===== src/irq_ctrl_pkg.sv =====
package irq_ctrl_pkg;
    localparam logic [7:0] irq_control_offset = 8'h0b;
    localparam logic [7:0] irq_control_reset = 8'h00;
    localparam int global_enable_bit = 0;
    localparam int enable_base_bit = 1;
    localparam int flag_base_bit = 4;
    localparam int unused_bit = 7;
    localparam int num_sources = 3;
    localparam logic [7:0] usb_vector = 8'h04;
    localparam logic [7:0] timer0_vector = 8'h08;
    localparam logic [7:0] timer1_vector = 8'h0c;
    localparam logic [4:0] usb_ctrl_reset = 5'h00;
    localparam int suspend_bit = 0;
    localparam int resume_bit = 3;
    localparam int bus_reset_bit = 4;
    localparam int fifo_count = 4;
    localparam logic [3:0] fifo_req_reset = 4'h0;
endpackage : irq_ctrl_pkg


===== src/mcu_three_source_irq_ctrl.sv =====
// Functional notes
// - taking an interrupt clears global enable
// - re-enabling inside service allows nesting
// - full stack withholds acknowledge, flag kept
// - every source can wake from halt
// - acknowledge pushes program counter only
// - four usb events set usb flag
// - usb calls 04h, clears flag, enable
// - fifo access sets its request bit
// - suspend sets status bit0, raises usb
// - resume sets status bit3, raises usb
// - bus reset sets flag, firmware clears
// - timer0 overflow sets bit5, calls 08h
// - timer1 overflow sets bit6, calls 0ch
// - control register layout, bit7 reads zero
// - acknowledges held until reenabled or irq return
// - irq return sets enable, plain return not
// - requests serviced at next final phase edge
// - fixed priority usb, timer0, timer1
// - flags stay until serviced or cleared
// - flag already set blocks its wake
`timescale 1ns/1ps
`default_nettype none
module mcu_three_source_irq_ctrl (
    input wire logic i_clock,
    input wire logic i_resetn,
    input wire logic i_clock_enable,
    input wire logic i_final_clock_phase,
    input wire logic i_stack_full,
    input wire logic i_irq_exit_instr,
    input wire logic i_halt_enter,
    input wire logic i_halted,
    input wire logic i_reg_write,
    input wire logic i_reg_read,
    input wire logic [7:0] i_reg_addr,
    input wire logic [7:0] i_reg_wdata,
    input wire logic [3:0] i_fifo_access,
    input wire logic i_usb_suspend,
    input wire logic i_usb_resume,
    input wire logic i_usb_bus_reset,
    input wire logic [3:0] i_fifo_req_clear,
    input wire logic i_bus_reset_clear,
    input wire logic i_timer0_overflow,
    input wire logic i_timer1_overflow,
    output logic [7:0] o_reg_rdata,
    output logic o_irq_ack,
    output logic [7:0] o_irq_vector,
    output logic o_push_pc,
    output logic o_wake,
    output logic [3:0] o_usb_fifo_request_reg,
    output logic [4:0] o_usb_control_status_reg
);
    logic [7:0] irq_control_reg;
    logic [7:0] next_irq_control;
    logic [3:0] usb_fifo_request_reg;
    logic [3:0] next_fifo_req;
    logic [4:0] usb_control_status_reg;
    logic [4:0] next_usb_ctrl;
    logic [2:0] wake_block;
    logic [2:0] next_wake_block;
    logic [7:0] reg_rdata;
    logic [7:0] next_reg_rdata;
    logic irq_ack;
    logic next_irq_ack;
    logic [7:0] irq_vector;
    logic [7:0] next_irq_vector;
    logic wake;
    logic next_wake;
    logic [2:0] raw_event;
    logic [2:0] eligible;
    logic [2:0] grant;
    logic ctrl_write;
    logic usb_event;

    assign ctrl_write = i_reg_write && (i_reg_addr == irq_ctrl_pkg::irq_control_offset);

    // usb status and fifo request bits
    always_comb begin
        next_fifo_req = (usb_fifo_request_reg & ~i_fifo_req_clear) | i_fifo_access;
        next_usb_ctrl = usb_control_status_reg;
        if (i_usb_suspend) begin
            next_usb_ctrl[irq_ctrl_pkg::suspend_bit] = 1'b1;
        end
        if (i_usb_resume) begin
            next_usb_ctrl[irq_ctrl_pkg::resume_bit] = 1'b1;
        end
        // set wins over a firmware clear in the same cycle
        if (i_usb_bus_reset) begin
            next_usb_ctrl[irq_ctrl_pkg::bus_reset_bit] = 1'b1;
        end else if (i_bus_reset_clear) begin
            next_usb_ctrl[irq_ctrl_pkg::bus_reset_bit] = 1'b0;
        end
    end

    always_ff @(posedge i_clock or negedge i_resetn) begin
        if (!i_resetn) begin
            usb_fifo_request_reg <= irq_ctrl_pkg::fifo_req_reset;
            usb_control_status_reg <= irq_ctrl_pkg::usb_ctrl_reset;
        end else if (i_clock_enable) begin
            usb_fifo_request_reg <= next_fifo_req;
            usb_control_status_reg <= next_usb_ctrl;
        end
    end

    // one check per endpoint fifo
    for (genvar k = 0; k < irq_ctrl_pkg::fifo_count; k++) begin : g_fifo_chk

    end

    assign usb_event = (|i_fifo_access) | i_usb_suspend | i_usb_resume | i_usb_bus_reset;
    assign raw_event = {i_timer1_overflow, i_timer0_overflow, usb_event};

    // a source is eligible when its flag, global and own enable are set and stack has room
    always_comb begin
        eligible = '0;
        if (irq_control_reg[irq_ctrl_pkg::global_enable_bit] && !i_stack_full) begin
            eligible = irq_control_reg[irq_ctrl_pkg::enable_base_bit +: 3]
                & irq_control_reg[irq_ctrl_pkg::flag_base_bit +: 3];
        end
        // fixed priority, only one grant per final-phase edge
        grant = '0;
        if (i_final_clock_phase) begin
            if (eligible[0]) begin
                grant = 3'b001;
            end else if (eligible[1]) begin
                grant = 3'b010;
            end else if (eligible[2]) begin
                grant = 3'b100;
            end
        end
    end

    // control register: software write first, then irq-return enable set, then grant clears enable, then flag clear, then flag set
    always_comb begin
        next_irq_control = irq_control_reg;
        if (ctrl_write) begin
            next_irq_control = i_reg_wdata;
        end
        if (i_irq_exit_instr) begin
            next_irq_control[irq_ctrl_pkg::global_enable_bit] = 1'b1;
        end
        if (|grant) begin
            next_irq_control[irq_ctrl_pkg::global_enable_bit] = 1'b0;
        end
        for (int i = 0; i < irq_ctrl_pkg::num_sources; i++) begin
            if (grant[i]) begin
                next_irq_control[irq_ctrl_pkg::flag_base_bit + i] = 1'b0;
            end
            if (raw_event[i]) begin
                next_irq_control[irq_ctrl_pkg::flag_base_bit + i] = 1'b1;
            end
        end
        next_irq_control[irq_ctrl_pkg::unused_bit] = 1'b0;
    end

    always_ff @(posedge i_clock or negedge i_resetn) begin
        if (!i_resetn) begin
            irq_control_reg <= irq_ctrl_pkg::irq_control_reset;
        end else if (i_clock_enable) begin
            irq_control_reg <= next_irq_control;
        end
    end

    // wake blocking: flags already set on halt entry cannot wake
    always_comb begin
        next_wake_block = wake_block;
        if (i_halt_enter) begin
            next_wake_block = irq_control_reg[irq_ctrl_pkg::flag_base_bit +: 3];
        end
        next_wake = i_halted && (|(raw_event & ~wake_block));
    end

    always_ff @(posedge i_clock or negedge i_resetn) begin
        if (!i_resetn) begin
            wake_block <= '0;
            wake <= 1'b0;
        end else if (i_clock_enable) begin
            wake_block <= next_wake_block;
            wake <= next_wake;
        end
    end

    // acknowledge pulse with vector; core pushes only the program counter
    always_comb begin
        next_irq_ack = |grant;
        next_irq_vector = irq_vector;
        if (grant[0]) begin
            next_irq_vector = irq_ctrl_pkg::usb_vector;
        end else if (grant[1]) begin
            next_irq_vector = irq_ctrl_pkg::timer0_vector;
        end else if (grant[2]) begin
            next_irq_vector = irq_ctrl_pkg::timer1_vector;
        end
        next_reg_rdata = reg_rdata;
        if (i_reg_read) begin
            next_reg_rdata = (i_reg_addr == irq_ctrl_pkg::irq_control_offset) ? irq_control_reg : 8'h00;
        end
    end

    always_ff @(posedge i_clock or negedge i_resetn) begin
        if (!i_resetn) begin
            irq_ack <= 1'b0;
            irq_vector <= 8'h00;
            reg_rdata <= 8'h00;
        end else if (i_clock_enable) begin
            irq_ack <= next_irq_ack;
            irq_vector <= next_irq_vector;
            reg_rdata <= next_reg_rdata;
        end
    end

    assign o_irq_ack = irq_ack;
    assign o_push_pc = irq_ack;
    assign o_irq_vector = irq_vector;
    assign o_wake = wake;
    assign o_reg_rdata = reg_rdata;
    assign o_usb_fifo_request_reg = usb_fifo_request_reg;
    assign o_usb_control_status_reg = usb_control_status_reg;
endmodule : mcu_three_source_irq_ctrl
`default_nettype wire


===== config.mk =====
export PLATFORM = sky130hd
export DESIGN_NAME = mcu_three_source_irq_ctrl
export DESIGN_NICKNAME = d
export VERILOG_FILES = /design/src/irq_ctrl_pkg.sv /design/src/mcu_three_source_irq_ctrl.sv
export SDC_FILE = /design/constraint.sdc
export NUM_CORES = 1
export LEC_CHECK = 0
export BUFFER_PORTS_ARGS = -buffer_cell sky130_fd_sc_hd__buf_4
export CAP_MARGIN = 20
export CORE_ASPECT_RATIO = 2
export CORE_MARGIN = 1.5
export CORE_UTILIZATION = 35
export CTS_BUF_LIST = sky130_fd_sc_hd__clkbuf_4 sky130_fd_sc_hd__clkbuf_8
export CTS_CLUSTER_DIAMETER = 30
export CTS_CLUSTER_SIZE = 10
export DETAILED_ROUTE_END_ITERATION = 10
export PLACE_DENSITY = 0.68
export SYNTH_ARGS = -nofsm -noshare
export SYNTH_HDL_FRONTEND = slang
export SYNTH_SLANG_ARGS = --single-unit

===== constraint.sdc =====
create_clock -name i_clock -period 1.3 [get_ports i_clock]
set_input_delay 0.26 -clock i_clock [delete_from_list [all_inputs] [get_ports i_clock]]
set_output_delay 0.26 -clock i_clock [all_outputs]
set_load 0.02 [all_outputs]

Yosys cells after proc, flatten, opt, wreduce, memory -nomap -nowiden
Index checks and enable logic that the tools add are counted.
W data, S select, Z words.
{"block": "classes", "n_eq_ne": 1, "mux": 20, "bitwise": 9, "n_reduce_logical": 24}
{"operator": "$mux W8", "n": 3}
{"operator": "$reduce_and A2 Y1", "n": 11}
{"operator": "$mux W3", "n": 5}
{"operator": "$reduce_bool A3 Y1", "n": 5}
{"operator": "$mux W7", "n": 2}
{"operator": "$mux W1", "n": 10}
{"operator": "$eq A8 B4 Y1 const B", "n": 1}
{"operator": "$and A3 B3 Y3", "n": 2}
{"operator": "$reduce_or A3 Y1", "n": 2}
{"operator": "$and A4 B4 Y4", "n": 1}
{"operator": "$not A4 Y4", "n": 1}
{"operator": "$or A4 B4 Y4", "n": 1}
{"operator": "$reduce_or A4 Y1", "n": 1}
{"operator": "$logic_and A1 B1 Y1", "n": 3}
{"operator": "$not A3 Y3", "n": 1}
{"operator": "$or A1 B1 Y1", "n": 3}
{"operator": "$reduce_bool A2 Y1", "n": 1}
{"operator": "$logic_not A1 Y1", "n": 1}
{"block": "word_totals", "reg_bits": 35, "input_bits": 40, "out_inout_bits": 28, "elab_cells": 68}

Logic depth before layout (Yosys ltp)
Gate-level depths: netlist of run 1.
{"block": "depth", "depth_word": 10, "ltp_mapped": 4, "mapped_depth_nobuf": 4}

Least setup slack after synthesis of run 1
No wires, ideal clock.
{"block": "synth_path", "path_kind": "in2reg", "start": "in i_reg_addr[7]", "end": "reg irq_control_reg[1]", "setup_time_ps": 125, "arrival_time_ps": 1072, "required_time_ps": 1175, "setup_slack_ps": 103, "cell_stages": 3, "n_path_buf": 0, "cell_sequence": "nor4b_4 > nand4_4 > mux2_2"}
{"block": "synth_via", "elab_chain_len": 3}
{"element": "start: declaration", "line": "mcu_three_source_irq_ctrl.sv:35", "text": "input wire logic [7:0] i_reg_addr,"}
{"element": "$eq A8 B4 Y1", "line": "mcu_three_source_irq_ctrl.sv:75", "text": "assign ctrl_write = i_reg_write && (i_reg_addr == irq_ctrl_pkg::irq_control_offset);"}
{"element": "$logic_and A1 B1 Y1", "line": "mcu_three_source_irq_ctrl.sv:75"}
{"element": "$reduce_and A2 Y1 (no source line)"}
{"element": "end signal: assignment", "line": "mcu_three_source_irq_ctrl.sv:158", "text": "irq_control_reg <= irq_ctrl_pkg::irq_control_reset;"}
{"element": "end signal: assignment", "line": "mcu_three_source_irq_ctrl.sv:160", "text": "irq_control_reg <= next_irq_control;"}
{"element": "end: declaration", "line": "mcu_three_source_irq_ctrl.sv:53", "text": "logic [7:0] irq_control_reg;"}
No other way between the ends.
A chain may end at the register's enable or synchronous reset.

Worst setup path after layout of run 1
{"block": "layout_path", "start": "reg irq_control_reg[0]", "end": "reg irq_control_reg[5]"}
{"block": "layout_via", "elab_chain_len": 7, "elab_cells_between_ends": 9, "classes_between": "mux: 6; reduce/logical: 3"}
{"element": "$logic_and A1 B1 Y1 (*)", "line": "mcu_three_source_irq_ctrl.sv:116", "text": "if (irq_control_reg[irq_ctrl_pkg::global_enable_bit] && !i_stack_full) begin"}
{"element": "$mux W3 (*)", "line": "mcu_three_source_irq_ctrl.sv:116"}
{"element": "$mux W3", "line": "mcu_three_source_irq_ctrl.sv:125", "text": "end else if (eligible[1]) begin"}
{"element": "$mux W3 (*)", "line": "mcu_three_source_irq_ctrl.sv:123", "text": "if (eligible[0]) begin"}
{"element": "$mux W3 (*)", "line": "mcu_three_source_irq_ctrl.sv:122", "text": "if (i_final_clock_phase) begin"}
{"element": "$reduce_bool A3 Y1 (no source line) or $mux W1 (tied branches)"}
{"element": "$reduce_and A2 Y1 (no source line) or $mux W1 (tied branches)"}
Mark *: on every way between the ends. The rest lies on a longest branch, timed or not.

==> metrics.txt, run 1 <==
Worst R2R Path Depth=5; max cap viols=0; reg-to-reg setup timing slack=0.09 ns; final-stage net count=213; share of the synthesized area in the top cell type=54.6%; post-synth cell types=27; mapped cell area=0.00128 mm^2; via count=1064; # rows=31; Crit Path Category=flop to flop; share of layout cells above drive strength 1=43.9%; Routed wire per std cell=13.8 um; root buffer cell=clkbuf_8; antenna violations before repair=0; outcome=completed; CTS Sinks=28; final clock skew=0.00124 ns; RSZ-0062 raised after global routing=no; storage element area=701 um^2; Yosys warning count=0; Worst R2R End=irq_control_reg[5]; Crit. End Element=flop; total core area=0.00357 mm^2; final-report hold violation count=0; Worst Path Arrival=1.35 ns; Syn-to-layout area delta=40.4%; Routed Antenna Nets=0; Placed Instances=216; hold path cells=2; Period Utilization, post-route=93.2%; worst slack, placed=-0.101 ns; CTS tree=yes; top cells by area, synth=dfrtp_1 (55%), a22o_1 (8.2%), buf_4 (5.8%), mux2_2 (5.3%), nand2_1 (5.0%); worst min path class=input pin to flop; largest net degree at the start of global routing=29; Setup WS post-layout=0.0878 ns; first-pass GRT wire length=4.78 mm; post-DP HPWL=2.45 mm; commonest cells after routing, fill and taps aside=buf_4 (61), dfrtp_1 (28), nand2_1 (17); Final Critical Period=1.21 ns; final wirelength=3.03 mm; HP Start=i_usb_resume; register area share after synthesis=54.6%; Worst-path clk slew=0.09 ns; total gr overflow=0; gpl congestion=0.849; Detailed Routing Iterations Pass 1=4; CTS Buffer Depth=2; Seq cells post-synth=28; vias in the first global route=1078; hold_ws=0.206 ns; Hold EP=o_usb_control_status_reg[3]; Starting Density=36.0%; Mapped Cells=110; CTS buffer count=3; CTS H-tree depth=1; Ant. Diodes=0; FMAX=825 MHz; Die Width=45.8 um; leading area contributor after synthesis=dfrtp_1; I/O pin cnt=68; Leakage=0.898 nW; Max FO, Critical Path=4; worst skew pair latency=0.26 ns; Synth Area per Inst=11.7 um^2; Final Cell Area=0.00180 mm^2; DRT iter0 DRCs=20; gr usage total=16.0%; Remaining DRCs=0; Final Non-Filler Cells=220; most common cell after layout, fill and taps aside=buf_4; peak supply drop=0.686 mV; postcts setup bufs=0; CP Launch Point=irq_control_reg[0]; die height=88.7 um; total negative slack=0 ns; Req. time, crit path=1.44 ns; fillers=361; endpoints failing setup=0; vias per cell=4.84; PortBufs=57; PwrDens=947 mW/mm^2; Post-DP Area=0.00175 mm^2; worst r2r src=irq_control_reg[0]; footprint of the multi-input gates=517 um^2; fin. max-slew vios=0; CP Launch Type=flop; die area=0.00406 mm^2
==> report_power, final <==
part | internal [W] | switching (W)
Sequential | 0.000909 | 0.0000238
Clock | 0.000207 | 0.000240
Combinational | 0.000164 | 0.000164
Total | 0.00128 | 0.000428
==> layout make-up <==
cell class	instances	share of cell area (%)
Timing Repair Buffer	62	26.0
Clock buffer	3	2.29
Sequential cell	28	38.9
Inverter	4	0.833
Multi-Input combinational cell	74	28.7
Tap cell	49	3.40
==> worst max-delay path by stage <==
stage                    endpoint  slack [ns]  cells past startpoint
5_1_grt           o_irq_vector[3]        0.02                      4
3_3_place_gp   irq_control_reg[2]       -0.09                      4
3_5_place_dp   irq_control_reg[5]       -0.10                      5
2_1_floorplan  irq_control_reg[1]        0.10                      3
6_report       irq_control_reg[5]        0.09                      5
4_1_cts           o_irq_vector[3]        0.08                      4
==> per-stage QoR <==
step	util [%]	total power, W
final	50.5	0.00171
after global routing	50.5	0.00179
after CTS	50.5	0.00173
after detailed placement	49.0	0.00128
after global placement	49.0	0.00127
after floorplan	-	0.00111
==> logic make-up after synthesis <==
logic type	Yosys count	share of synthesized area (%)
AND/OR/NAND/NOR	28	13.0
AO/OA/AOI/OAI	28	16.8
buffers and inverters	16	7.80
flip-flops	28	54.6
multiplexers	9	7.60
other	1	0.292
==> cell usage after synthesis (all sizes together) <==
master   instances
nand3            2
nor2b            1
mux2i            3
inv              4
a21oi            3
a22oi            1
dfrtp           28
conb             1
nand4            1
nand2           17
and4bb           1
a221oi           1
o22a             2
o21ai            3
a21o             3
nor4             1
o2bb2ai          1
nor3             1
o211ai           2
nor4b            1
nor3b            1
mux2             6
a22o            12
buf             12
nor2             2
==> critical path, stage by stage (launching register included) <==
cell and delay [ns]:
dfrtp_1 0.37, nor2b_1 0.17, nand3_1 0.18, buf_4 0.19, nor2_1 0.08, o21ai_0 0.10
==> layer usage <==
metal  GRT usage, %  vias up  share of wire (%)  wire, um
met4           5.19        0                1.7        51
met5              0        -                  0         0
met2           30.0       49                 56      1700
li1               -      499                  -         -
met3           2.24        8                5.4       165
met1           17.4      508                 37      1120
==> timing repair <==
item	CTS	global route
hold buffers	1	0
endpoints found under the setup margin	1	0
hold endpoints to repair	28	0
resized for setup	1	0
(Power assumes the default switching activity.)
==> run 2: changes to the inputs <==
==> constraint.sdc (replaced) <==
create_clock -name i_clock -period 1.5 [get_ports i_clock]
set_input_delay 0.3 -clock i_clock [delete_from_list [all_inputs] [get_ports i_clock]]
set_output_delay 0.3 -clock i_clock [all_outputs]
set_load 0.02 [all_outputs]
==> run 2 against run 1 <==
  * Combinational power decreased by 14%
  * Critical path depth decreased by 1
  * Non-clock buffer count shrank 2
==> metrics.txt, run 2 (same netlist as run 1, synthesis figures left out) <==
Routed Antenna Nets=0; Starting Density=36.0%; CTS buffer count=3; Leakage=0.897 nW; die height=88.7 um; antenna violations before repair=0; HP Start=i_usb_resume; Worst-path clk slew=0.09 ns; postcts setup bufs=0; hold path cells=2; fin. max-slew vios=0; final core utilization=50.4%; largest net degree at the start of global routing=29; CTS Sinks=28; DRT iter0 DRCs=26; Crit. End Element=flop; peak supply drop=0.650 mV; endpoints failing setup=0; Worst Path Arrival=1.53 ns; Die Width=45.8 um; CTS tree=yes; post-DP HPWL=2.37 mm; worst skew pair latency=0.27 ns; worst min path class=input pin to flop; max cap viols=0; share of layout cells above drive strength 1=42.9%; Max FO, Critical Path=4; fillers=364; final clock skew=0.00528 ns; gpl congestion=0.828; commonest cells after routing, fill and taps aside=buf_4 (59), dfrtp_1 (28), nand2_1 (17); Syn-to-layout area delta=40.1%; CP Launch Point=irq_control_reg[0]; Detailed Routing Iterations Pass 1=4; FMAX=758 MHz; CTS Buffer Depth=2; final-stage net count=211; Req. time, crit path=1.71 ns; vias in the first global route=1018; Remaining DRCs=0; total gr overflow=0; final wirelength=3.02 mm; total negative slack=0 ns; Crit Path Category=flop to flop; gr usage total=14.6%; first-pass GRT wire length=4.44 mm; Critical Path Max Stage Delay=0.42 ns; Ant. Diodes=0; vias per cell=4.72; root buffer cell=clkbuf_8; final-report hold violation count=0; total core area=0.00357 mm^2; CP Launch Type=flop; # rows=31; outcome=completed; RSZ-0062 raised after global routing=no; Routed wire per std cell=13.8 um; die area=0.00406 mm^2; Worst R2R Path Depth=4; PortBufs=57; worst r2r src=irq_control_reg[0]; via count=1033; Final Critical Period=1.32 ns; CTS H-tree depth=1; PwrDens=856 mW/mm^2; most common cell after layout, fill and taps aside=buf_4; Cell Chain, Critical Path=nor2b_1 -> nand3_1 -> a21oi_1 -> o22a_1; Slowest cell on crit path=dfrtp_1; Period Utilization, post-route=87.9%; I/O pin cnt=68
-- run 2: where the power goes --
group	total (W)	switching, W	internal (W)
logic	0.000281	0.000140	0.000141
clock network	0.000449	0.000215	0.000234
registers	0.000809	0.0000218	0.000788
total	0.00154	0.000377	0.00116
-- run 2: worst paths after layout --
path | endpoint | slack, ns
worst min register to register | o_usb_control_status_reg[0] | 0.47
max in group asynchronous | o_reg_rdata[3] | 0.75
min in group asynchronous | o_usb_fifo_request_reg[3] | 0.48
worst max register to register | o_irq_vector[3] | 0.18
worst min-delay path | o_usb_control_status_reg[3] | 0.24
worst max-delay path | o_irq_vector[3] | 0.18
-- run 2: routing by layer --
metal / vias to the layer above / GRT usage (%) / part of all wire [%]
met5: - / 0 / 0
met4: 0 / 3.12 / 0.43
met3: 2 / 2.86 / 6.3
met2: 37 / 27.5 / 57
met1: 496 / 16.2 / 37
li1: 498 / - / -
-- run 2: what timing repair did --
item / in CTS / in global routing
hold buffers: 1 / 0
hold endpoints to repair: 28 / 0
gates resized for setup: 0 / 0
-- run 2: area by class of cell --
cell class	instances	area, um^2	area share, %
Multi-Input combinational cell	74	513	28.5
Clock buffer	4	55.1	3.06
Timing Repair Buffer	60	453	25.2
Tap cell	49	61.3	3.41
Inverter	4	15.0	0.835
Sequential cell	28	701	39.0
-- run 2: critical path, delay by kind of cell, from the launching register on --
family           cells  cell delay (ns)
AND/OR/NAND/NOR      2             0.30
flip-flops           1             0.42
AO/OA/AOI/OAI        2             0.55
-- run 2: per-stage QoR --
step / std cells / area, um^2 / worst slack, ns / hold WS [ns] / power (W)
global placement: 214 / 1730 / 0.0599 / 0.229 / 0.00110
finish: 219 / 1800 / 0.181 / 0.237 / 0.00154
CTS: 219 / 1800 / 0.183 / 0.237 / 0.00155
global route: 219 / 1800 / 0.129 / 0.227 / 0.00162
detailed placement: 214 / 1730 / 0.0195 / 0.235 / 0.00111
floorplan: 118 / 1310 / 0.263 / 0.00441 / 0.000960
==> run 3: changes to the inputs <==
--- a/config.mk
+++ b/config.mk
@@ -15,6 +15,7 @@
 export CTS_CLUSTER_SIZE = 10
 export DETAILED_ROUTE_END_ITERATION = 10
 export PLACE_DENSITY = 0.68
+export RECOVER_POWER = 25
 export SYNTH_ARGS = -nofsm -noshare
 export SYNTH_HDL_FRONTEND = slang
 export SYNTH_SLANG_ARGS = --single-unit
==> run 3 against run 2 <==
  * Fmax shrank 3.3%
  * Critical endpoint is now o_usb_control_status_reg[4]
  * Total power fell by 0.23%
  * Largest cell class unchanged
  * Non-clock buffer count stayed put
  * Utilization is 0.28 points lower
  * Global-route usage is the same
  * Sequential power about the same
  * Flip-flop and latch count unchanged
  * Clock power hardly changed
  * Routed wire length decreased by 0.33%
  * Final area fell by 0.56%
  * Critical path depth unchanged
  * Register-to-register slack about the same
==> metrics.txt, run 3 (same netlist as run 1, synthesis figures left out) <==
share of layout cells above drive strength 1=41.8%; Max FO, Critical Path=18; worst min path class=input pin to flop; max cap viols=0; most common cell after layout, fill and taps aside=buf_4; # rows=31; die height=88.7 um; commonest cells after routing, fill and taps aside=buf_4 (56), dfrtp_1 (28), nand2_1 (17); Worst Path Arrival=1.53 ns; CTS Hold Bufs=1; Routed wire per std cell=13.7 um; Final Critical Period=1.36 ns; total core area=0.00357 mm^2; CTS Sinks=28; worst r2r src=irq_control_reg[0]; CP Launch Type=input pin; via count=1035; Detailed Routing Iterations Pass 1=4; switching fraction of total power=24.5%; Remaining DRCs=0; Net Switching=0.000377 W; HP Start=i_usb_resume; Syn-to-layout area delta=39.3%; CTS H-tree depth=1; Leakage=0.889 nW; endpoints failing setup=0; storage element area=701 um^2; CTS Buffer Depth=2; Worst-path clk slew=0.09 ns; clock power share=29.2%; Routed Antenna Nets=0; final-stage net count=211; RSZ-0062 raised after global routing=no; vias per cell=4.73; fillers=369; PortBufs=57; Starting Density=36.0%; Placed Instances=214; hold path cells=2; worst slew pin tran=0.729 ns; final-report hold violation count=0; relative max-transition margin=51.4%; Hold EP=o_usb_control_status_reg[3]; logic gate share of total power=18.1%; outcome=completed; P_int=0.00116 W; I/O pin cnt=68; Req. time, crit path=1.66 ns; reg-to-reg setup timing slack=0.17 ns; footprint of the multi-input gates=513 um^2; first-pass GRT wire length=4.44 mm; overall power=0.00154 W; PwrDens=859 mW/mm^2; total gr overflow=0; worst skew pair latency=0.27 ns; Flop pwr share=52.7%; fin. max-slew vios=0; vias in the first global route=1018; die area=0.00406 mm^2; Worst R2R End=o_irq_vector[3]; post-DP HPWL=2.37 mm; final wirelength=3.01 mm; CTS-repair resized insts=0; CTS buffer count=3; FMAX=733 MHz; Ant. Diodes=0; Crit Path Category=input pin to flop; antenna violations before repair=0; Period Utilization, post-route=91.0%; Die Width=45.8 um; total negative slack=0 ns; gr usage total=14.6%; DRT iter0 DRCs=26; Crit. End Element=flop; largest net degree at the start of global routing=29; peak supply drop=0.650 mV; gpl congestion=0.828; Final Non-Filler Cells=219; CTS tree=yes; final clock skew=0.00524 ns; postcts setup bufs=0; root buffer cell=clkbuf_8; Worst R2R Path Depth=4
==> run 3: layout make-up <==
class | count | area share [%]
Sequential cell | 28 | 39.2
Multi-Input combinational cell | 74 | 28.7
Timing Repair Buffer | 60 | 24.8
Inverter | 4 | 0.840
Clock buffer | 4 | 3.08
Tap cell | 49 | 3.43
==> run 3: per-layer routing <==
layer / wire, um / track usage, %
met1: 1110 / 16.2
met2: 1690 / 27.5
met3: 189 / 2.86
met4: 13 / 3.12
met5: 0 / 0
==> run 3: power groups by stage <==
stage / clock network, W / logic (W) / registers, W
finish: 0.000449 / 0.000278 / 0.000809
global route: 0.000501 / 0.000299 / 0.000814
CTS: 0.000461 / 0.000284 / 0.000809
detailed placement: 0 / 0.000281 / 0.000824
global placement: 0 / 0.000277 / 0.000823
floorplan: 0 / 0.000102 / 0.000858
==> run 3: critical path, stage by stage <==
cell and delay [ns]:
clkbuf_1 0.27, clkbuf_1 0.60, nand2_1 0.12, a22o_1 0.23
==> run 3: through the flow <==
step	cell area, um^2	util (%)	hold WS (ns)	setup slack (ns)
after floorplan	1310	-	0.00441	0.263
after global placement	1730	48.6	0.229	0.0599
after detailed placement	1730	48.6	0.235	0.0195
after CTS	1800	50.4	0.237	0.183
after global routing	1790	50.1	0.227	0.0960
final	1790	50.1	0.237	0.135
==> run 3: worst max-delay path by stage <==
stage,startpoint,to,cells past startpoint
3_3_place_gp,i_fifo_access[3],o_wake,5
4_1_cts,irq_control_reg[0],o_irq_vector[3],4
3_5_place_dp,i_fifo_access[3],o_wake,5
6_report,i_clock_enable,o_usb_control_status_reg[4],4
5_1_grt,i_clock_enable,o_usb_fifo_request_reg[1],4
2_1_floorplan,i_reg_addr[7],irq_control_reg[1],3
